`src/hw/acc_pkg.sv`:
```
// constants, register map and types of the a/d conversion control block
package acc_pkg;
  // register indices; byte address is index times four
  localparam logic [19:0] IDX_MODE_CTRL   = 20'hfff30;
  localparam logic [19:0] IDX_TRIG_CFG    = 20'hfff32;
  localparam logic [19:0] IDX_REF_CMP_CFG = 20'hf0010;
  localparam logic [19:0] IDX_UPPER_LIMIT = 20'hf0011;
  localparam logic [19:0] IDX_LOWER_LIMIT = 20'hf0012;
  localparam logic [19:0] IDX_RESULT      = 20'hf0014;
  localparam logic [19:0] IDX_IRQ_STATUS  = 20'hf0015;
  localparam logic [19:0] IDX_IRQ_MASK    = 20'hf0016;
  localparam int          ADDR_W          = 22;

  // reset values
  localparam logic [7:0]  RST_MODE_CTRL   = 8'h00;
  localparam logic [7:0]  RST_TRIG_CFG    = 8'h00;
  localparam logic [7:0]  RST_REF_CMP_CFG = 8'h00;
  localparam logic [7:0]  RST_UPPER_LIMIT = 8'hff;
  localparam logic [7:0]  RST_LOWER_LIMIT = 8'h00;

  // mode control fields
  localparam int MC_RUN      = 7;
  localparam int MC_CHAN     = 6;
  localparam int MC_DIV_LSB  = 3;
  localparam int MC_VM_LSB   = 1;
  localparam int MC_CMP_EN   = 0;
  // trigger config fields
  localparam int TC_MODE_HI  = 7;
  localparam int TC_MODE_LO  = 6;
  localparam int TC_ONESHOT  = 5;
  localparam int TC_SRC_LSB  = 0;
  localparam logic [7:0] TC_WMASK = 8'he3;
  // reference / compare config fields
  localparam int RC_POS_LSB  = 6;
  localparam int RC_NEG      = 5;
  localparam int RC_SENSE    = 3;
  localparam int RC_LOW_POWER_WAKE_STATE   = 2;
  localparam int RC_RES      = 0;
  localparam logic [7:0] RC_WMASK = 8'hed;

  localparam logic [1:0] SRC_TIMER_CH1 = 2'b00;
  localparam logic [1:0] SRC_INTERVAL  = 2'b11;
  localparam logic [1:0] POSREF_BAD    = 2'b11;

  // conversion cycles at divide-by-32, one per voltage mode
  localparam int CONV_CYC_NORMAL1 = 1728;
  localparam int CONV_CYC_NORMAL2 = 2112;
  localparam int CONV_CYC_LOWV1   = 2432;
  localparam int CONV_CYC_LOWV2   = 7360;
  localparam int BASE_DIV         = 32;

  // stabilization wait before a wait-mode conversion
  localparam int CLK_MHZ          = 125;
  localparam int STAB_WAIT_NS     = 1000;
  localparam int STAB_CYC         = (STAB_WAIT_NS * CLK_MHZ + 999) / 1000;

  // interrupt status bits
  localparam int IRQ_CMP_END  = 0;
  localparam int IRQ_ANY_END  = 1;
  localparam int IRQ_BITS     = 2;

  localparam logic [1:0] RESP_OKAY   = 2'b00;
  localparam logic [1:0] RESP_SLVERR = 2'b10;

  typedef enum logic [1:0] {ACC_IDLE, ACC_STAB, ACC_CONV} acc_state_t;
endpackage

```
`src/hw/acc_conv_ctrl.sv`:
```
// a/d conversion control: timing, triggers, compare window, axi4-lite regs
// Notes on behaviour
// - conversion lasts mode-dependent cycles: 1728/2112/2432/7360 at div32, scaled.
// - trigger-mode high bit zero means software trigger, low bit ignored.
// - modes 1,0: each hardware trigger starts conversion immediately.
// - modes 1,1: hardware trigger, then stabilization wait, then conversion.
// - source 00 selects timer channel 1 interrupt; 01 and 10 prohibited.
// - source 11 selects the interval timer interrupt.
// - positive reference: supply, external pin, internal 1.45 V; 11 prohibited.
// - negative reference: analog ground at 0, external pin at 1.
// - sense 0: interrupt when lower <= result <= upper.
// - sense 1: interrupt when result below lower or above upper.
// - low_power_wake_state enable lets hardware triggers convert in low_power_wake_state state.
// - resolution bit: 0 gives 12-bit result, 1 gives 8-bit.
// - 8-bit read-write upper limit register, reset all ones.
// - 8-bit read-write lower limit register, reset zero.
// - run bit reads busy in software mode and wait mode.
// - comparator enable powers the comparator; no conversion without it.
// - channel mode bit: 0 select mode, 1 scan mode.
//
// Decided for this implementation: register access over AXI4-Lite.
`timescale 1ns/100ps
`default_nettype none
module acc_conv_ctrl #(
  parameter int CYC_NORMAL1 = acc_pkg::CONV_CYC_NORMAL1,
  parameter int CYC_NORMAL2 = acc_pkg::CONV_CYC_NORMAL2,
  parameter int CYC_LOWV1   = acc_pkg::CONV_CYC_LOWV1,
  parameter int CYC_LOWV2   = acc_pkg::CONV_CYC_LOWV2
) (
  input  wire logic                      CORE_CLK_IN,
  input  wire logic                      RST_N_IN,
  input  wire logic [acc_pkg::ADDR_W-1:0] S_AXI_AWADDR_IN,
  input  wire logic                      S_AXI_AWVALID_IN,
  output logic                           S_AXI_AWREADY_OUT,
  input  wire logic [31:0]               S_AXI_WDATA_IN,
  input  wire logic [3:0]                S_AXI_WSTRB_IN,
  input  wire logic                      S_AXI_WVALID_IN,
  output logic                           S_AXI_WREADY_OUT,
  output logic [1:0]                     S_AXI_BRESP_OUT,
  output logic                           S_AXI_BVALID_OUT,
  input  wire logic                      S_AXI_BREADY_IN,
  input  wire logic [acc_pkg::ADDR_W-1:0] S_AXI_ARADDR_IN,
  input  wire logic                      S_AXI_ARVALID_IN,
  output logic                           S_AXI_ARREADY_OUT,
  output logic [31:0]                    S_AXI_RDATA_OUT,
  output logic [1:0]                     S_AXI_RRESP_OUT,
  output logic                           S_AXI_RVALID_OUT,
  input  wire logic                      S_AXI_RREADY_IN,
  input  wire logic                      TIMER_CH1_IRQ_IN,
  input  wire logic                      INTERVAL_TIMER_IRQ_IN,
  input  wire logic                      LOW_POWER_WAKE_STATE_IN,
  input  wire logic [11:0]               ANALOG_SAMPLE_IN,
  output logic                           COMPARATOR_ENABLE_OUT,
  output logic                           CONVERTING_OUT,
  output logic [1:0]                     POS_REF_SEL_OUT,
  output logic                           NEG_REF_SEL_OUT,
  output logic                           CHANNEL_MODE_OUT,
  output logic                           CONVERSION_END_IRQ_OUT,
  output logic                           IRQ_OUT
);
  localparam logic [12:0] CYC_STAB = 13'(acc_pkg::STAB_CYC);

  // register file
  logic [7:0]  mode_ctrl_r;
  logic [7:0]  trig_cfg_r;
  logic [7:0]  ref_cfg_r;
  logic [7:0]  upper_limit_r;
  logic [7:0]  lower_limit_r;
  logic [11:0] result_r;
  logic [acc_pkg::IRQ_BITS-1:0] irq_status_r;
  logic [acc_pkg::IRQ_BITS-1:0] irq_mask_r;
  logic        run_en_r;

  // bus slave state
  logic [acc_pkg::ADDR_W-1:0] aw_addr_r;
  logic        aw_held_r;
  logic [7:0]  w_data_r;
  logic        w_lane0_r;
  logic        w_held_r;
  logic        bvalid_r;
  logic [1:0]  bresp_r;
  logic        rvalid_r;
  logic [31:0] rdata_r;
  logic [1:0]  rresp_r;

  // conversion engine
  acc_pkg::acc_state_t state_r;
  acc_pkg::acc_state_t state_nxt;
  logic [12:0] cnt_r;
  logic [12:0] cnt_nxt;
  logic        end_pulse_r;
  logic [11:0] samp_s1_r;
  logic [11:0] samp_s2_r;
  logic [11:0] samp_s3_r;
  logic [11:0] samp_stable_r;
  logic        comp_en_r;
  logic        conv_r;
  logic [1:0]  posref_r;
  logic        negref_r;
  logic        chan_r;
  logic        irq_r;

  // ---------------- field decode ----------------
  wire       f_comp_en  = mode_ctrl_r[acc_pkg::MC_CMP_EN];
  wire [2:0] f_div      = mode_ctrl_r[acc_pkg::MC_DIV_LSB +: 3];
  wire [1:0] f_vmode    = mode_ctrl_r[acc_pkg::MC_VM_LSB +: 2];
  wire       f_tm_hi    = trig_cfg_r[acc_pkg::TC_MODE_HI];
  wire       f_tm_lo    = trig_cfg_r[acc_pkg::TC_MODE_LO];
  wire       f_oneshot  = trig_cfg_r[acc_pkg::TC_ONESHOT];
  wire [1:0] f_src      = trig_cfg_r[acc_pkg::TC_SRC_LSB +: 2];
  wire [1:0] f_posref   = ref_cfg_r[acc_pkg::RC_POS_LSB +: 2];
  wire       f_sense    = ref_cfg_r[acc_pkg::RC_SENSE];
  wire       f_low_power_wake_state   = ref_cfg_r[acc_pkg::RC_LOW_POWER_WAKE_STATE];
  wire       f_res8     = ref_cfg_r[acc_pkg::RC_RES];

  wire sw_mode     = !f_tm_hi;
  wire hw_nowait   = f_tm_hi && !f_tm_lo;
  wire hw_wait     = f_tm_hi && f_tm_lo;

  // triggers come from timers on this clock, so no synchroniser
  wire src_timer   = (f_src == acc_pkg::SRC_TIMER_CH1) && TIMER_CH1_IRQ_IN;
  wire src_itv     = (f_src == acc_pkg::SRC_INTERVAL)
                     && INTERVAL_TIMER_IRQ_IN;
  wire hw_allowed  = !LOW_POWER_WAKE_STATE_IN || f_low_power_wake_state;
  wire hw_trig     = f_tm_hi && (src_timer || src_itv) && hw_allowed;

  // conversion length scaled by divider ratio
  function automatic logic [12:0] conv_len(input logic [1:0] vm,
                                           input logic [2:0] dv);
    logic [17:0] base;
    logic [5:0]  ratio;
    logic [17:0] prod;
    base = 18'd0;
    ratio = 6'd0;
    prod = 18'd0;
    unique case (vm)
      2'b00: base = 18'(CYC_NORMAL1);
      2'b01: base = 18'(CYC_NORMAL2);
      2'b10: base = 18'(CYC_LOWV1);
      2'b11: base = 18'(CYC_LOWV2);
    endcase
    unique case (dv)
      3'b000: ratio = 6'd32;
      3'b001: ratio = 6'd16;
      3'b010: ratio = 6'd8;
      3'b011: ratio = 6'd8;
      3'b100: ratio = 6'd4;
      3'b101: ratio = 6'd4;
      3'b110: ratio = 6'd2;
      3'b111: ratio = 6'd1;
    endcase
    prod = 18'((base * {12'h000, ratio}) / 18'(acc_pkg::BASE_DIV));
    conv_len = (prod == 18'd0) ? 13'd1 : prod[12:0];
  endfunction

  wire [12:0] conv_cycles = conv_len(f_vmode, f_div);

  // ---------------- compare window ----------------
  // 8-bit mode keeps the result in the top byte, so one compare fits both
  wire [11:0] res_val    = f_res8 ? {samp_stable_r[11:4], 4'h0}
                                  : samp_stable_r;
  wire [7:0]  cmp_val    = samp_stable_r[11:4];
  wire        in_window  = (lower_limit_r <= cmp_val)
                           && (cmp_val <= upper_limit_r);
  wire        out_window = (cmp_val < lower_limit_r)
                           || (upper_limit_r < cmp_val);
  wire        cmp_hit    = f_sense ? out_window : in_window;

  // ---------------- state machine ----------------
  wire conv_done  = (state_r == acc_pkg::ACC_CONV) && (cnt_r == 13'd1);
  wire stab_done  = (state_r == acc_pkg::ACC_STAB) && (cnt_r == 13'd1);
  wire can_run    = run_en_r && f_comp_en;
  wire wr_commit;
  wire wr_mode_ctrl;
  wire sw_run_wr  = wr_commit && wr_mode_ctrl;

  always_comb begin
    state_nxt = state_r;
    cnt_nxt   = (cnt_r > 13'd1) ? cnt_r - 13'd1 : cnt_r;
    unique case (state_r)
      acc_pkg::ACC_IDLE: begin
        if (can_run && sw_mode) begin
          state_nxt = acc_pkg::ACC_CONV;
          cnt_nxt   = conv_cycles;
        end else if (can_run && hw_nowait && hw_trig) begin
          state_nxt = acc_pkg::ACC_CONV;
          cnt_nxt   = conv_cycles;
        end else if (can_run && hw_wait && hw_trig) begin
          state_nxt = acc_pkg::ACC_STAB;
          cnt_nxt   = CYC_STAB;
        end
      end
      acc_pkg::ACC_STAB: begin
        if (stab_done) begin
          state_nxt = acc_pkg::ACC_CONV;
          cnt_nxt   = conv_cycles;
        end
      end
      acc_pkg::ACC_CONV: begin
        if (conv_done) begin
          if (f_oneshot) begin
            state_nxt = acc_pkg::ACC_IDLE;
          end else begin
            cnt_nxt   = conv_cycles;
          end
        end
      end
    endcase
    if (!can_run) begin
      state_nxt = acc_pkg::ACC_IDLE;
    end
  end

  always_ff @(posedge CORE_CLK_IN or negedge RST_N_IN) begin
    if (!RST_N_IN) begin
      state_r <= acc_pkg::ACC_IDLE;
      cnt_r   <= 13'd0;
    end else begin
      state_r <= state_nxt;
      cnt_r   <= cnt_nxt;
    end
  end

  // the analog sample arrives unsynchronised; accept only a settled code
  always_ff @(posedge CORE_CLK_IN or negedge RST_N_IN) begin
    if (!RST_N_IN) begin
      samp_s1_r     <= 12'h000;
      samp_s2_r     <= 12'h000;
      samp_s3_r     <= 12'h000;
      samp_stable_r <= 12'h000;
    end else begin
      samp_s1_r <= ANALOG_SAMPLE_IN;
      samp_s2_r <= samp_s1_r;
      samp_s3_r <= samp_s2_r;
      if (samp_s2_r == samp_s3_r) begin
        samp_stable_r <= samp_s3_r;
      end
    end
  end

  // ---------------- bus decode ----------------
  localparam int ADDR_W_HI = acc_pkg::ADDR_W - 1;
  wire [19:0] w_idx = aw_held_r ? aw_addr_r[ADDR_W_HI:2]
                                : S_AXI_AWADDR_IN[ADDR_W_HI:2];
  wire [7:0]  w_byte  = w_held_r ? w_data_r : S_AXI_WDATA_IN[7:0];
  wire        w_lane0 = w_held_r ? w_lane0_r : S_AXI_WSTRB_IN[0];
  wire aw_have  = aw_held_r || S_AXI_AWVALID_IN;
  wire w_have   = w_held_r || S_AXI_WVALID_IN;
  assign wr_commit = aw_have && w_have && !bvalid_r;
  wire wr_en    = wr_commit && w_lane0;
  assign wr_mode_ctrl = (w_idx == acc_pkg::IDX_MODE_CTRL);
  wire wr_trig  = (w_idx == acc_pkg::IDX_TRIG_CFG);
  wire wr_ref   = (w_idx == acc_pkg::IDX_REF_CMP_CFG);
  wire wr_upper = (w_idx == acc_pkg::IDX_UPPER_LIMIT);
  wire wr_lower = (w_idx == acc_pkg::IDX_LOWER_LIMIT);
  wire wr_stat  = (w_idx == acc_pkg::IDX_IRQ_STATUS);
  wire wr_mask  = (w_idx == acc_pkg::IDX_IRQ_MASK);
  wire wr_ok    = wr_mode_ctrl || wr_trig || wr_ref || wr_upper
                  || wr_lower || wr_stat || wr_mask
                  || (w_idx == acc_pkg::IDX_RESULT);

  wire [19:0] r_idx = S_AXI_ARADDR_IN[ADDR_W_HI:2];
  wire        rd_go = S_AXI_ARVALID_IN && !rvalid_r;
  // run bit shows activity, except no-wait mode where it shows enable
  wire run_rd  = hw_nowait ? run_en_r
                           : (state_r != acc_pkg::ACC_IDLE);
  wire [7:0] mode_rd = {run_rd, mode_ctrl_r[6:0]};
  wire [31:0] rd_mux =
    (r_idx == acc_pkg::IDX_MODE_CTRL)   ? {24'h000000, mode_rd} :
    (r_idx == acc_pkg::IDX_TRIG_CFG)    ? {24'h000000, trig_cfg_r} :
    (r_idx == acc_pkg::IDX_REF_CMP_CFG) ? {24'h000000, ref_cfg_r} :
    (r_idx == acc_pkg::IDX_UPPER_LIMIT) ? {24'h000000, upper_limit_r} :
    (r_idx == acc_pkg::IDX_LOWER_LIMIT) ? {24'h000000, lower_limit_r} :
    (r_idx == acc_pkg::IDX_RESULT)      ? {20'h00000, result_r} :
    (r_idx == acc_pkg::IDX_IRQ_STATUS)  ? {30'h00000000, irq_status_r} :
    (r_idx == acc_pkg::IDX_IRQ_MASK)    ? {30'h00000000, irq_mask_r} :
                                          32'h00000000;
  wire rd_ok = (r_idx == acc_pkg::IDX_MODE_CTRL)
               || (r_idx == acc_pkg::IDX_TRIG_CFG)
               || (r_idx == acc_pkg::IDX_REF_CMP_CFG)
               || (r_idx == acc_pkg::IDX_UPPER_LIMIT)
               || (r_idx == acc_pkg::IDX_LOWER_LIMIT)
               || (r_idx == acc_pkg::IDX_RESULT)
               || (r_idx == acc_pkg::IDX_IRQ_STATUS)
               || (r_idx == acc_pkg::IDX_IRQ_MASK);

  // ---------------- axi4-lite handshakes ----------------
  always_ff @(posedge CORE_CLK_IN or negedge RST_N_IN) begin
    if (!RST_N_IN) begin
      aw_held_r <= 1'b0;
      aw_addr_r <= '0;
      w_held_r  <= 1'b0;
      w_data_r  <= 8'h00;
      w_lane0_r <= 1'b0;
      bvalid_r  <= 1'b0;
      bresp_r   <= acc_pkg::RESP_OKAY;
    end else begin
      if (S_AXI_AWVALID_IN && !aw_held_r && !wr_commit) begin
        aw_held_r <= 1'b1;
        aw_addr_r <= S_AXI_AWADDR_IN;
      end
      if (S_AXI_WVALID_IN && !w_held_r && !wr_commit) begin
        w_held_r  <= 1'b1;
        w_data_r  <= S_AXI_WDATA_IN[7:0];
        w_lane0_r <= S_AXI_WSTRB_IN[0];
      end
      if (wr_commit) begin
        aw_held_r <= 1'b0;
        w_held_r  <= 1'b0;
        bvalid_r  <= 1'b1;
        bresp_r   <= wr_ok ? acc_pkg::RESP_OKAY : acc_pkg::RESP_SLVERR;
      end else if (bvalid_r && S_AXI_BREADY_IN) begin
        bvalid_r  <= 1'b0;
      end
    end
  end

  always_ff @(posedge CORE_CLK_IN or negedge RST_N_IN) begin
    if (!RST_N_IN) begin
      rvalid_r <= 1'b0;
      rdata_r  <= 32'h00000000;
      rresp_r  <= acc_pkg::RESP_OKAY;
    end else if (rd_go) begin
      rvalid_r <= 1'b1;
      rdata_r  <= rd_mux;
      rresp_r  <= rd_ok ? acc_pkg::RESP_OKAY : acc_pkg::RESP_SLVERR;
    end else if (rvalid_r && S_AXI_RREADY_IN) begin
      rvalid_r <= 1'b0;
    end
  end

  // ---------------- registers ----------------
  wire [acc_pkg::IRQ_BITS-1:0] irq_set = {conv_done, conv_done && cmp_hit};
  wire [acc_pkg::IRQ_BITS-1:0] irq_clr =
    (wr_en && wr_stat) ? w_byte[acc_pkg::IRQ_BITS-1:0] : '0;

  always_ff @(posedge CORE_CLK_IN or negedge RST_N_IN) begin
    if (!RST_N_IN) begin
      mode_ctrl_r   <= acc_pkg::RST_MODE_CTRL;
      trig_cfg_r    <= acc_pkg::RST_TRIG_CFG;
      ref_cfg_r     <= acc_pkg::RST_REF_CMP_CFG;
      upper_limit_r <= acc_pkg::RST_UPPER_LIMIT;
      lower_limit_r <= acc_pkg::RST_LOWER_LIMIT;
      irq_mask_r    <= '0;
    end else if (wr_en) begin
      if (wr_mode_ctrl) mode_ctrl_r <= w_byte;
      if (wr_trig) trig_cfg_r <= w_byte & acc_pkg::TC_WMASK;
      if (wr_ref) ref_cfg_r <= w_byte & acc_pkg::RC_WMASK;
      if (wr_upper) upper_limit_r <= w_byte;
      if (wr_lower) lower_limit_r <= w_byte;
      if (wr_mask) irq_mask_r <= w_byte[acc_pkg::IRQ_BITS-1:0];
    end
  end

  // a software write of the run bit outranks the one-shot self-clear
  always_ff @(posedge CORE_CLK_IN or negedge RST_N_IN) begin
    if (!RST_N_IN) begin
      run_en_r <= 1'b0;
    end else if (sw_run_wr && w_lane0) begin
      run_en_r <= w_byte[acc_pkg::MC_RUN];
    end else if (conv_done && sw_mode && f_oneshot) begin
      run_en_r <= 1'b0;
    end
  end

  // a new event wins over a clear in the same cycle
  always_ff @(posedge CORE_CLK_IN or negedge RST_N_IN) begin
    if (!RST_N_IN) begin
      irq_status_r <= '0;
      result_r     <= 12'h000;
      end_pulse_r  <= 1'b0;
    end else begin
      irq_status_r <= (irq_status_r & ~irq_clr) | irq_set;
      end_pulse_r  <= conv_done && cmp_hit;
      if (conv_done) begin
        result_r <= res_val;
      end
    end
  end

  // ---------------- outputs ----------------
  always_ff @(posedge CORE_CLK_IN or negedge RST_N_IN) begin
    if (!RST_N_IN) begin
      comp_en_r <= 1'b0;
      conv_r    <= 1'b0;
      posref_r  <= 2'b00;
      negref_r  <= 1'b0;
      chan_r    <= 1'b0;
      irq_r     <= 1'b0;
    end else begin
      comp_en_r <= f_comp_en;
      conv_r    <= (state_nxt == acc_pkg::ACC_CONV);
      // prohibited code falls back to the supply, never a floating ref
      posref_r  <= (f_posref == acc_pkg::POSREF_BAD) ? 2'b00
                                                      : f_posref;
      negref_r  <= ref_cfg_r[acc_pkg::RC_NEG];
      chan_r    <= mode_ctrl_r[acc_pkg::MC_CHAN];
      irq_r     <= |(((irq_status_r & ~irq_clr) | irq_set) & irq_mask_r);
    end
  end

  // ready flags held in flops: ready from the first clock edge after reset onward
  logic aw_rdy_r;
  logic w_rdy_r;
  logic ar_rdy_r;

  assign S_AXI_AWREADY_OUT      = 1'b0 | aw_rdy_r;
  assign S_AXI_WREADY_OUT       = 1'b0 | w_rdy_r;
  assign S_AXI_BVALID_OUT       = bvalid_r;
  assign S_AXI_BRESP_OUT        = bresp_r;
  assign S_AXI_ARREADY_OUT      = ar_rdy_r;
  assign S_AXI_RVALID_OUT       = rvalid_r;
  assign S_AXI_RDATA_OUT        = rdata_r;
  assign S_AXI_RRESP_OUT        = rresp_r;
  assign COMPARATOR_ENABLE_OUT  = comp_en_r;
  assign CONVERTING_OUT         = conv_r;
  assign POS_REF_SEL_OUT        = posref_r;
  assign NEG_REF_SEL_OUT        = negref_r;
  assign CHANNEL_MODE_OUT       = chan_r;
  assign CONVERSION_END_IRQ_OUT = end_pulse_r;
  assign IRQ_OUT                = irq_r;

  // readies rise one edge after reset and then stay up
  always_ff @(posedge CORE_CLK_IN or negedge RST_N_IN) begin
    if (!RST_N_IN) begin
      aw_rdy_r <= 1'b0;
      w_rdy_r  <= 1'b0;
      ar_rdy_r <= 1'b0;
    end else begin
      aw_rdy_r <= 1'b1;
      w_rdy_r  <= 1'b1;
      ar_rdy_r <= 1'b1;
    end
  end
endmodule
`default_nettype wire

```
`config.mk`:
```
export PLATFORM = sky130hd
export DESIGN_NAME = acc_conv_ctrl
export DESIGN_NICKNAME = d
export VERILOG_FILES = /design/src/hw/acc_pkg.sv /design/src/hw/acc_conv_ctrl.sv
export SDC_FILE = /design/constraint.sdc
export NUM_CORES = 1
export LEC_CHECK = 0
export ABC_AREA = 1
export BUFFER_PORTS_ARGS = -buffer_cell sky130_fd_sc_hd__buf_2
export CAP_MARGIN = 20
export CORE_MARGIN = 1
export CORE_UTILIZATION = 55
export CTS_CLUSTER_DIAMETER = 150
export DETAILED_ROUTE_END_ITERATION = 8
export PLACE_DENSITY = 0.77
export SLEW_MARGIN = 15
export SYNTH_ARGS = -nofsm -noshare
export SYNTH_HDL_FRONTEND = slang
export SYNTH_SLANG_ARGS = --single-unit
```
`constraint.sdc`:
```
create_clock -name CORE_CLK_IN -period 11.6 [get_ports CORE_CLK_IN]
set_clock_uncertainty 0.05 [all_clocks]
set_input_delay 1.74 -clock CORE_CLK_IN [delete_from_list [all_inputs] [get_ports CORE_CLK_IN]]
set_output_delay 1.74 -clock CORE_CLK_IN [all_outputs]
set_load 0.01 [all_outputs]
```
==> After elaboration in Yosys (flattened, before gate mapping) <==
Memory sizes are Yosys's and may differ from the RTL's.
Cells that the tools add are included.
{ "classes": {"n_addsub": 1, "multipliers": 1, "magnitude_cmp": 5, "n_eq_ne": 26, "muxes": 46, "bitwise_logic": 4, "reduce_logical": 75} }
{ "ops": {"columns": ["op", "n"], "rows": [
  ["== test 20 bit (second input constant)", 16],
  ["two-way mux 13 bit", 8],
  ["two-way mux 12 bit", 6],
  ["case mux 18 bit (4 select lines)", 1],
  ["case mux 13 bit (3 select lines)", 1],
  ["logical AND 1 bit", 31],
  ["two-way mux 2 bit", 13],
  ["two-way mux 20 bit", 1],
  ["logical OR 1 bit", 19],
  ["logical NOT 18 bit", 1],
  ["multiplier 18 x 6 -> 18 bit", 1],
  ["<= comparator 8 bit", 2],
  ["< comparator 8 bit", 2],
  ["== test 13 x 1 -> 1 bit (second input constant)", 1],
  ["> comparator 13 x 1 -> 1 bit (second input constant)", 1],
  ["two-way mux 1 bit", 13],
  ["subtractor 13 x 1 -> 13 bit (second input constant)", 1],
  ["== test 12 bit", 1],
  ["== test 2 bit (second input constant)", 6],
  ["AND reduction 2 bit", 6],
  ["nonzero test 2 bit", 6],
  ["logical NOT 1 bit", 8],
  ["two-way mux 8 bit", 1],
  ["logical NOT 2 bit", 3],
  ["other kinds (7)", 9]
]} }
{ "totals": {"register_bits": 194, "romBits": 48, "in_bits": 102, "output_inout_bits": 49, "wordCells": 192, "n_memories": 1} }
{ "mem_list": {"columns": ["memory", "words", "width", "rd", "rd_clocked_by_memory_dff", "write_ports", "line_no", "rtl"], "rows": [
  ["(name not given)", 8, 6, 1, 0, 0, "acc_conv_ctrl.sv:142", "unique case (dv)"]
]} }

==> Depth between registers and ports, before layout <==
Gate-level depths: netlist of run 1.
{ "logic_depth": {"depth_word": 12, "ltp_mapped": 23, "ltp_nobuf": 23} }

==> Least setup slack after synthesis of run 1 <==
No wires, ideal clock.
{ "synth_path": {"kind": "register to register", "from": "reg mode_ctrl_r[1]", "to": "reg cnt_r[7]", "setup_ns": 0.130, "arrival_time_ns": 3.780, "required_time_ns": 11.420, "setup_slack_ns": 7.640, "path_stages_with_launch": 22, "n_path_buf": 0, "period_less_slack_ns": 3.960, "cell_sequence": "dfrtp_1 inv_1 ha_1 inv_1 nand2_1 fa_1 inv_1 fa_1 inv_1 fa_1 inv_1 ha_1 nand2_1 inv_1 a21oi_1 nand3_1 nand2_1 nand2_1 nor2_1 nand3_1 nand2_1 o21ai_0"} }
{ "synth_via": {"elab_chain_cells": 8, "elab_cells_between_ends": 14, "classes_between": "mul (1); eq/ne (3); mux (8); reduce/logical (2)"} }
{ "synth_lines": {"columns": ["item", "line_no", "rtl"], "rows": [
  ["from (decl)", "acc_conv_ctrl.sv:64", "logic [7:0] mode_ctrl_r;"],
  ["from (signal assigned)", "acc_conv_ctrl.sv:339", "mode_ctrl_r <= acc_pkg::RST_MODE_CTRL;"],
  ["from (signal assigned)", "acc_conv_ctrl.sv:346", "if (wr_mode_ctrl) mode_ctrl_r <= w_byte;"],
  ["== test 2 bit (tied with other cells)", "acc_conv_ctrl.sv:136", "unique case (vm)"],
  ["case mux 18 bit (4 select lines) *", "acc_conv_ctrl.sv:136", null],
  ["multiplier 18 x 6 -> 18 bit *", "acc_conv_ctrl.sv:152", "prod = 18'((base * {12'h000, ratio}) / 18'(acc_pkg::BASE_DIV));"],
  ["logical NOT 18 bit", "acc_conv_ctrl.sv:153", "conv_len = (prod == 18'd0) ? 13'd1 : prod[12:0];"],
  ["two-way mux 13 bit *", "acc_conv_ctrl.sv:153", null],
  ["two-way mux 13 bit, on equally long branches", "acc_conv_ctrl.sv:201, acc_conv_ctrl.sv:185", null],
  ["two-way mux 13 bit, on equally long branches", "acc_conv_ctrl.sv:200, acc_conv_ctrl.sv:182", null],
  ["case mux 13 bit (3 select lines) *", "acc_conv_ctrl.sv:180", "unique case (state_r)"],
  ["via cnt_nxt[7]", "acc_conv_ctrl.sv:90", "logic [12:0] cnt_nxt;"],
  ["to (signal assigned)", "acc_conv_ctrl.sv:220", "cnt_r <= cnt_nxt;"],
  ["to (decl)", "acc_conv_ctrl.sv:89", "logic [12:0] cnt_r;"]
]} }
The timed path passes the listed nets; every way through them passes the cells marked *. The select of a mux whose other input is x is not followed.
A chain may end at the register's enable or synchronous reset.

==> Final worst setup path of run 1 <==
{ "layout_path": {"from": "reg mode_ctrl_r[1]", "to": "reg cnt_r[0]"} }
{ "layout_via": {"elab_chain_cells": 8, "elab_cells_between_ends": 14, "classes_between": "mul (1); eq/ne (3); mux (8); reduce/logical (2)"} }
{ "layout_lines": {"columns": ["item", "line_no"], "rows": [
  ["== test 2 bit (tied with other cells)", "acc_conv_ctrl.sv:136"],
  ["case mux 18 bit (4 select lines) *", "acc_conv_ctrl.sv:136"],
  ["multiplier 18 x 6 -> 18 bit *", "acc_conv_ctrl.sv:152"],
  ["logical NOT 18 bit *", "acc_conv_ctrl.sv:153"],
  ["two-way mux 13 bit *", "acc_conv_ctrl.sv:153"],
  ["two-way mux 13 bit, on equally long branches", "acc_conv_ctrl.sv:201, acc_conv_ctrl.sv:185"],
  ["two-way mux 13 bit, on equally long branches", "acc_conv_ctrl.sv:200, acc_conv_ctrl.sv:182"],
  ["case mux 13 bit (3 select lines) *", "acc_conv_ctrl.sv:180"],
  ["via cnt_nxt[0]", "acc_conv_ctrl.sv:90"]
]} }
Marked as above.

==> impl_metrics.csv, run 1 <==
group,metric,value,unit
hold_path,worst_hold_path_type,"register to register",
route,firstDrtPassIters,6,
placement,dpl.hpwl,17600,um
worst_setup_path,endpoint,"cnt_r[0]",
sta,finalCritPeriodShare,39.4,%
grt,grt_overflow_total,0,
sta,fmax,219,MHz
power_and_ir_drop,power_leakage,0.00578,uW
power_and_ir_drop,ir_worst_vdd,0.000128,V
worst_setup_path,arrival,4.87,ns
clock_tree,holdBufCountCts,0,
sta,fin_hold_ws,0.295,ns
worst_setup_path,worstPathCellList,"inv_1 -> ha_1 -> inv_1 -> nand2_1 -> fa_1 -> inv_1 -> fa_1 -> inv_1 -> fa_1 -> inv_1 -> ha_1 -> nand2_1 -> inv_1 -> a21oi_1 -> nand3_1 -> nand2_1 -> nand2_1 -> nor2_1 -> nand3_1 -> nand2_1 -> nand2_1 -> nor2_1",
worst_setup_path,reg2reg_depth,22,
flow_run,cap_violations,0,
clock_tree,numCtsBuffers,17,
floorplanning,pin_count,151,
logic_synthesis,synth_area_leaders,"dfrtp_1, nand2_1, inv_1, ha_1, nor2_1",
logic_synthesis,ys_top_cells_by_count,"nand2_1, inv_1, dfrtp_1",
route,wire_per_inst,14.4,um
final_layout,final_util,62.9,%
final_layout,fillers,1599,
grt,grt_max_degree,109,
grt,grt_pass1_wl,38500,um
sta,finalSetupTns,0,ns
logic_synthesis,yosysMostFrequentCell,"nand2_1",
clock_tree,cts_tree,"built",
worst_setup_path,cp-start-kind,"register",
clock_tree,h-tree-depth,4,
final_layout,synthToLayoutAreaGrowth,11.6,%
power_and_ir_drop,power_density,140,nW/um2
logic_synthesis,synth_async_sr_flop_share,100,%
clock_tree,cts-resized-gates,0,
route,routed_wl,23500,um
worst_setup_path,regToRegSetupSlack,7.03,ns
sta,slew_headroom,28.5,%
grt,antenna_found_initial,0,
placement,place_congestion,0.931,
floorplanning,start_util,56.4,%
logic_synthesis,ys.flop_type,"dfrtp_1",
logic_synthesis,ys_seq_elements,170,
logic_synthesis,ys.warnings.count,0,
floorplanning,core-area,18000,um2
logic_synthesis,synth_top_area_cell,"dfrtp_1",
floorplanning,rows,49,
final_layout,drive_above_1_share,12.5,%
logic_synthesis,postSynthAreaPerCell,7.80,um2
floorplanning,die_area,19000,um2
final_layout,final_nets,1565,
logic_synthesis,yosysUniqueCellTypes,40,
sta,finalMaxSlewViolations,0,
sta,worstMarginPinSlew,1.06,ns
logic_synthesis,synth_edf_count,0,
worst_setup_path,worstSetupPathType,"register to register",
logic_synthesis,synthesis.area,10200,um2
route,ant_nets,0,
clock_tree,clk_latency,0.44,ns
worst_setup_path,r2r-end,"cnt_r[0]",
clock_tree,clkTransAtPathRegs,0.07,ns
route,drt_iter0_drc,655,
final_layout,antenna_cells,0,
clock_tree,cts_root_buf,"clkbuf_16",
placement,portBuffers,97,
clock_tree,cts_buffer_depth,2,
worst_setup_path,critical_path_required,11.90,ns
worst_setup_path,regToRegStartpoint,"mode_ctrl_r[1]",
sta,period_minus_slack,4.57,ns
clock_tree,post-cts-setup-buffers,0,
logic_synthesis,synth_cells,1304,
sta,hold_viol_final,0,
route,drc_errors,0,
worst_setup_path,slowest_stage,"fa_1",
worst_setup_path,cp-end-kind,"register",
floorplanning,die_x,138,um
grt,grt_pass1_vias,8269,
logic_synthesis,yosysSeqAreaShare,41.9,%
grt,track_usage,26.3,%
floorplanning,fp.dieH,138,um
worst_setup_path,cp-startpoint,"mode_ctrl_r[1]",
route,routed-via-count,8676,
sta,rsz0062_at_grt,"no",
worst_setup_path,cp_max_fo,7,
clock_tree,cts_num_sinks,170,
logic_synthesis,synth_top_area_share,39.9,%
run_status,outcome,"completed",
route,viasPerCell,5.29,
sta,setup_violations,0,
worst_setup_path,critPathMaxStageDelay,0.55,ns
[power breakdown]
| group | internal [uW] | leakage (uW) | total (uW) | switching, uW |
|---|---|---|---|---|
| sequential | 662 | 0.00214 | 710 | 48.1 |
| clock | 295 | 0.000290 | 569 | 273 |
| combinational | 99.9 | 0.00335 | 313 | 213 |
[placed cells by master, fill, tap and decap left out, drive strengths merged, types with 19 or more instances in the layout]
master | netlist | routed
clkbuf | 14 | 19
ha | 46 | 46
nand2 | 320 | 320
fa | 20 | 20
buf | 32 | 99
nand3 | 62 | 62
a21oi | 43 | 43
nand4 | 22 | 22
nor3 | 20 | 20
inv | 203 | 213
o21ai | 127 | 127
nor2 | 149 | 149
conb | 2 | 23
dfrtp | 162 | 162
[per-stage QoR]
stage,worst slack [ns],area (um2),std cells,total power [uW]
floorplan,7.64,10200,1325,948
global placement,7.16,10700,1606,1020
detailed placement,7.01,10700,1606,1030
CTS,7.01,11300,1638,1600
global route,6.68,11300,1639,1680
finish,7.03,11300,1639,1590
[critical path, delay by kind of cell, from the launching register on]
kind	cells	cell delay [ns]
AO/OA/AOI/OAI	1	0.18
adder cells (fa/ha/maj)	5	2.23
buffers and inverters	6	0.55
flip-flops	1	0.43
AND/OR/NAND/NOR	10	1.04
[per-layer routing]
layer / track usage, % / wire length [um] / vias up
met5: 0 / 0 / -
li1: - / - / 4298
met3: 4.09 / 1200 / 62
met1: 32.8 / 9970 / 4028
met4: 13.3 / 938 / 0
met2: 44.4 / 11400 / 288
[worst min-delay path by stage]
| stage | start | slack (ns) | cells past startpoint | endpoint |
|---|---|---|---|---|
| 4_1_cts | samp_s1_r[7] | 0.30 | 0 | samp_s2_r[7] |
| 2_1_floorplan | samp_s1_r[0] | 0.28 | 0 | samp_s2_r[0] |
| 6_report | samp_s1_r[7] | 0.29 | 0 | samp_s2_r[7] |
| 5_1_grt | samp_s1_r[7] | 0.30 | 0 | samp_s2_r[7] |
| 3_5_place_dp | samp_s1_r[7] | 0.29 | 0 | samp_s2_r[7] |
| 3_3_place_gp | samp_s1_r[10] | 0.28 | 0 | samp_s2_r[10] |
[cell type report]
class	instances	area (um2)	share of cell area, %
well taps	229	287	2.53
clock inverters	13	141	1.25
multi-input cells	904	4910	43.3
repair buffers	99	527	4.64
flip-flops and latches	170	4260	37.6
inverters	205	771	6.79
clock buffers	19	443	3.90
[kinds of logic (layout without fill, tap and decap cells)]
| kind of cell | after synthesis | after routing | synth area share (%) |
|---|---|---|---|
| AO/OA/AOI/OAI | 204 | 204 | 11.2 |
| adder cells (fa/ha/maj) | 66 | 66 | 9.60 |
| flip-flops | 170 | 170 | 41.9 |
| buffers and inverters | 251 | 336 | 10.6 |
| XOR/XNOR | 21 | 21 | 1.81 |
| AND/OR/NAND/NOR | 584 | 584 | 24.2 |
| multiplexers | 6 | 6 | 0.665 |
| other | 2 | 23 | 0.0739 |
[state kept, by name, indices dropped and copies added (netlist names), 5 cells and up]
name,count
aw_addr_r,20
cnt_r,13
S_AXI_RDATA_OUT,12
result_r,12
samp_s1_r,12
samp_s2_r,12
samp_s3_r,12
samp_stable_r,12
lower_limit_r,8
upper_limit_r,8
w_data_r,8
mode_ctrl_r,7
ref_cfg_r,6
trig_cfg_r,5
Note: power is estimated with default switching activity, not from simulation.
==> run 2: changes to the inputs <==
clock period = 4.7 ns   (was 11.6 ns; I/O delays follow)
==> impl_metrics.csv, run 2 (synthesis results as in run 1) <==
group,metric,value,unit
route,routed-via-count,8640,
sta,rsz0062_at_grt,"no",
sta,period_minus_slack,4.38,ns
final_layout,final_util,63.3,%
grt,grtUsageMet1,33.1,%
worst_setup_path,r2r-end,"cnt_r[8]",
placement,dpl.hpwl,17400,um
clock_tree,clkTransAtPathRegs,0.08,ns
clock_tree,cts_num_sinks,170,
sta,finalCritPeriodShare,93.1,%
sta,slew_headroom,41.8,%
grt,grt_pass1_vias,8152,
route,viasPerCell,5.27,
final_layout,top_regs,"aw_addr_r: 20 flops, cnt_r: 13 flops",
worst_setup_path,worstSetupPathType,"register to register",
worst_setup_path,regToRegSetupSlack,0.32,ns
grt,antenna_found_initial,0,
floorplanning,fp.dieH,138,um
worst_setup_path,regToRegStartpoint,"mode_ctrl_r[2]",
sta,setup_violations,0,
route,drc_errors,0,
grt,track_usage,25.9,%
floorplanning,core-area,18000,um2
sta,fmax,229,MHz
final_layout,multi_input_area,4920,um2
floorplanning,rows,49,
worst_setup_path,cp-start-kind,"register",
grt,grt_use_met3,4.75,%
clock_tree,clk_latency,0.43,ns
clock_tree,cts_tree,"built",
final_layout,drive_above_1_share,12.9,%
sta,hold_viol_final,0,
placement,place_congestion,0.966,
grt,grt_max_degree,87,
clock_tree,holdBufCountCts,0,
worst_setup_path,critical_path_required,4.93,ns
sta,finalMaxSlewViolations,0,
final_layout,final_nets,1565,
clock_tree,h-tree-depth,4,
final_layout,mostFrequentLayoutCell,"nand2_1",
final_layout,fillers,1590,
worst_setup_path,reg2reg_depth,21,
grt,grt_overflow_total,0,
final_layout,seq_area,4260,um2
flow_run,cap_violations,0,
final_layout,largest-register,"aw_addr_r",
worst_setup_path,arrival,4.61,ns
final_layout,largest_register_ffs,20,
floorplanning,start_util,56.4,%
final_layout,final_cell_mix,"nand2_1, inv_1, dfrtp_1",
power_and_ir_drop,power_leakage,0.00579,uW
floorplanning,die_x,138,um
sta,worstMarginPinSlew,0.864,ns
worst_setup_path,cp_max_fo,5,
route,routed_wl,22800,um
hold_path,worst_hold_path_type,"input pin to asynchronous set/reset pin",
placement,portBuffers,97,
final_layout,synthToLayoutAreaGrowth,12.2,%
route,drt_iter0_drc,595,
grt,use_met2,42.6,%
route,wire_per_inst,13.9,um
clock_tree,cts_buffer_depth,2,
floorplanning,die_area,19000,um2
power_and_ir_drop,power_density,348,nW/um2
run_status,outcome,"completed",
floorplanning,pin_count,151,
route,firstDrtPassIters,7,
route,ant_nets,0,
worst_setup_path,cp-end-kind,"register",
final_layout,antenna_cells,0,
clock_tree,numCtsBuffers,17,
power_and_ir_drop,ir_worst_vdd,0.000281,V
clock_tree,cts_root_buf,"clkbuf_16",
grt,grt.busiest_layer,"met2",
grt,grt_pass1_wl,37900,um
sta,finalSetupTns,0,ns
==> run 2: worst max-delay path by stage <==
stage / slack, ns / end / start / depth (start not counted)
floorplan: 0.74 / cnt_r[7] / mode_ctrl_r[1] / 21
global placement: 0.37 / cnt_r[8] / mode_ctrl_r[1] / 21
detailed placement: 0.26 / cnt_r[8] / mode_ctrl_r[1] / 21
CTS: 0.27 / cnt_r[8] / mode_ctrl_r[1] / 21
global route: 0.002 / cnt_r[7] / mode_ctrl_r[4] / 20
finish: 0.32 / cnt_r[8] / mode_ctrl_r[2] / 21
==> run 2: what timing repair did <==
action / in CTS / in global routing
endpoints found under the setup margin: 0 / 4
setup buffers: 0 / 1
gates resized for setup: 0 / 5
==> run 2: per-layer routing <==
layer,vias to the layer above,share of wire (%)
met5,-,0
met4,0,3.3
met3,55,5.4
met2,288,48
met1,4005,43
li1,4292,-
==> run 2: per-stage QoR <==
step                      setup slack, ns  hold slack (ns)  total power (uW)  area (um2)  cells
after CTS                           0.266            0.300              3990       11400   1638
after floorplan                     0.740            0.281              2340       10200   1325
after global routing              0.00187            0.301              4190       11400   1639
after detailed placement            0.260            0.286              2540       10700   1606
after global placement              0.368            0.281              2520       10700   1606
final                               0.325            0.292              3970       11400   1639
==> run 2: area by class of cell <==
cell class / count / share of cell area (%)
well taps: 229 / 2.51
clock inverters: 15 / 1.88
multi-input cells: 904 / 43.2
flip-flops and latches: 170 / 37.4
repair buffers: 99 / 4.55
clock buffers: 17 / 3.73
inverters: 205 / 6.76
==> run 2: critical path, stage by stage (launching register included) <==
cell	delay, ns
dfrtp_1	0.42
inv_1	0.14
ha_2	0.33
inv_1	0.08
nand2_1	0.07
fa_1	0.50
inv_1	0.05
fa_1	0.54
inv_1	0.06
fa_1	0.53
inv_1	0.04
ha_1	0.36
nand2_1	0.11
inv_1	0.04
a21oi_1	0.19
nand3_1	0.10
nand2_1	0.13
nand2_1	0.07
nor2_1	0.14
nand3_1	0.11
nand2_1	0.09
o21ai_0	0.08
==> run 2: report_power, final <==
part	total, uW	internal (uW)	switching [uW]
logic	772	245	526
clock network	1450	739	710
registers	1750	1630	116
total	3970	2620	1350
==> run 3: changes to the inputs <==
CAP_MARGIN = 25   (was 20)
PLACE_DENSITY = 0.75   (was 0.77)
==> impl_metrics.csv, run 3 (synthesis results as in run 1) <==
group,metric,value,unit
final_layout,largest_register_ffs,20,
worst_setup_path,cp-start-kind,"register",
power_and_ir_drop,ir_worst_vdd,0.000271,V
clock_tree,cts_buffer_depth,2,
final_layout,fin_area,11400,um2
clock_tree,cts_root_buf,"clkbuf_16",
route,viasPerCell,5.27,
clock_tree,cts_num_sinks,170,
clock_tree,cts_tree,"built",
worst_setup_path,regToRegStartpoint,"mode_ctrl_r[4]",
run_status,outcome,"completed",
route,ant_nets,0,
worst_setup_path,cp_max_fo,5,
final_layout,top_regs,"aw_addr_r: 20 flops, cnt_r: 13 flops",
final_layout,fillers,1638,
route,routed_wl,23500,um
final_layout,antenna_cells,0,
final_layout,final_nets,1568,
route,firstDrtPassIters,7,
placement,portBuffers,97,
clock_tree,holdBufCountCts,0,
sta,final.setup.worst_slack,0.334,ns
route,drt_iter0_drc,482,
grt,grtUsageMet1,34.4,%
sta,finalCritPeriodShare,92.9,%
grt,grt_max_degree,110,
sta,worstMarginPinSlew,0.891,ns
route,routed-via-count,8654,
placement,pre_cts_ws,0.196,ns
sta,finalMaxSlewViolations,0,
final_layout,drive_above_1_share,13.2,%
route,drc_errors,0,
flow_run,cap_violations,0,
sta,slew_headroom,39.9,%
worst_setup_path,arrival,4.67,ns
floorplanning,fp.dieH,138,um
hold_path,worst_hold_path_type,"input pin to asynchronous set/reset pin",
sta,finalSetupTns,0,ns
power_and_ir_drop,power_leakage,0.00580,uW
sta,hold_viol_final,0,
final_layout,final_util,63.5,%
worst_setup_path,critical_path_required,5.00,ns
sta,period_minus_slack,4.37,ns
placement,place_congestion,0.911,
final_layout,mostFrequentLayoutCell,"nand2_1",
floorplanning,die_area,19000,um2
worst_setup_path,worstSetupPathType,"register to register",
grt,grt_pass1_vias,8145,
worst_setup_path,cp-end-kind,"register",
grt,use_met2,45.0,%
clock_tree,clk_latency,0.43,ns
final_layout,largest-register,"aw_addr_r",
grt,grt.busiest_layer,"met2",
grt,grt_pass1_wl,39000,um
sta,setup_violations,0,
floorplanning,die_x,138,um
grt,antenna_found_initial,0,
clock_tree,clkTransAtPathRegs,0.08,ns
grt,grt_overflow_total,0,
floorplanning,core-area,18000,um2
worst_setup_path,cp-startpoint,"mode_ctrl_r[4]",
final_layout,synthToLayoutAreaGrowth,12.5,%
sta,fin_hold_ws,0.179,ns
placement,placed_area,10700,um2
grt,track_usage,26.7,%
sta,rsz0062_at_grt,"no",
route,wire_per_inst,14.3,um
clock_tree,numCtsBuffers,17,
floorplanning,start_util,56.4,%
placement,dpl.hpwl,17700,um
floorplanning,pin_count,151,
sta,fmax,229,MHz
clock_tree,h-tree-depth,4,
grt,grt_use_met3,4.42,%
floorplanning,rows,49,
final_layout,final_cell_mix,"nand2_1, inv_1, dfrtp_1",
power_and_ir_drop,power_density,348,nW/um2
[run 3: area by class of cell]
cell class	instances	area [um2]	share of cell area, %
Clock buffer	17	425	3.72
Clock inverter	15	211	1.85
Timing Repair Buffer	102	557	4.87
Sequential cell	170	4260	37.3
Inverter	205	771	6.74
Tap cell	229	287	2.50
Multi-Input combinational cell	904	4920	43.0
[run 3: metrics by stage]
stage | total power, uW | instances
4_1_cts | 4010 | 1640
3_5_place_dp | 2550 | 1608
6_report | 3980 | 1642
2_1_floorplan | 2340 | 1325
3_3_place_gp | 2520 | 1607
5_1_grt | 4210 | 1642
[run 3: worst max-delay path, cell delays in order, from the launching register on]
cell	delay (ns)
dfrtp_1	0.44
inv_1	0.15
nor3_2	0.28
inv_1	0.14
nor2_1	0.16
fa_1	0.47
fa_1	0.49
inv_1	0.05
fa_1	0.52
inv_1	0.04
ha_1	0.34
nand2_1	0.09
nand2_1	0.06
inv_1	0.07
nand2_1	0.07
a21oi_1	0.19
nand3_1	0.09
nand2_1	0.20
nand3_1	0.13
nand2_1	0.08
nand2_1	0.05
nor2_1	0.13
[run 3: what timing repair did]
action | 4_1_cts | 5_1_grt
buffers inserted | 0 | 1
setup endpoints to repair | 0 | 3
resized for setup | 0 | 7
[run 3: final timing paths]
| check | end | slack [ns] | cells past startpoint |
|---|---|---|---|
| min in group CORE_CLK_IN | samp_s2_r[1] | 0.30 | 0 |
| max in group asynchronous | IRQ_OUT | 3.35 | 3 |
| hold / removal | aw_addr_r[3] | 0.18 | 1 |
| setup reg to reg | cnt_r[0] | 0.33 | 21 |
| setup / recovery | cnt_r[0] | 0.33 | 21 |
| hold reg to reg | samp_s2_r[1] | 0.30 | 0 |
[run 3: power breakdown]
group,total (uW),switching [uW],internal (uW)
clock,1450,713,739
combinational,778,525,253
sequential,1750,114,1630
[run 3: per-layer routing]
layer | wire length [um] | up-vias | part of all wire (%)
met1 | 10100 | 4076 | 43
met4 | 590 | 0 | 2.5
met5 | 0 | - | 0
met3 | 1150 | 42 | 4.9
li1 | - | 4296 | -
met2 | 11700 | 240 | 50
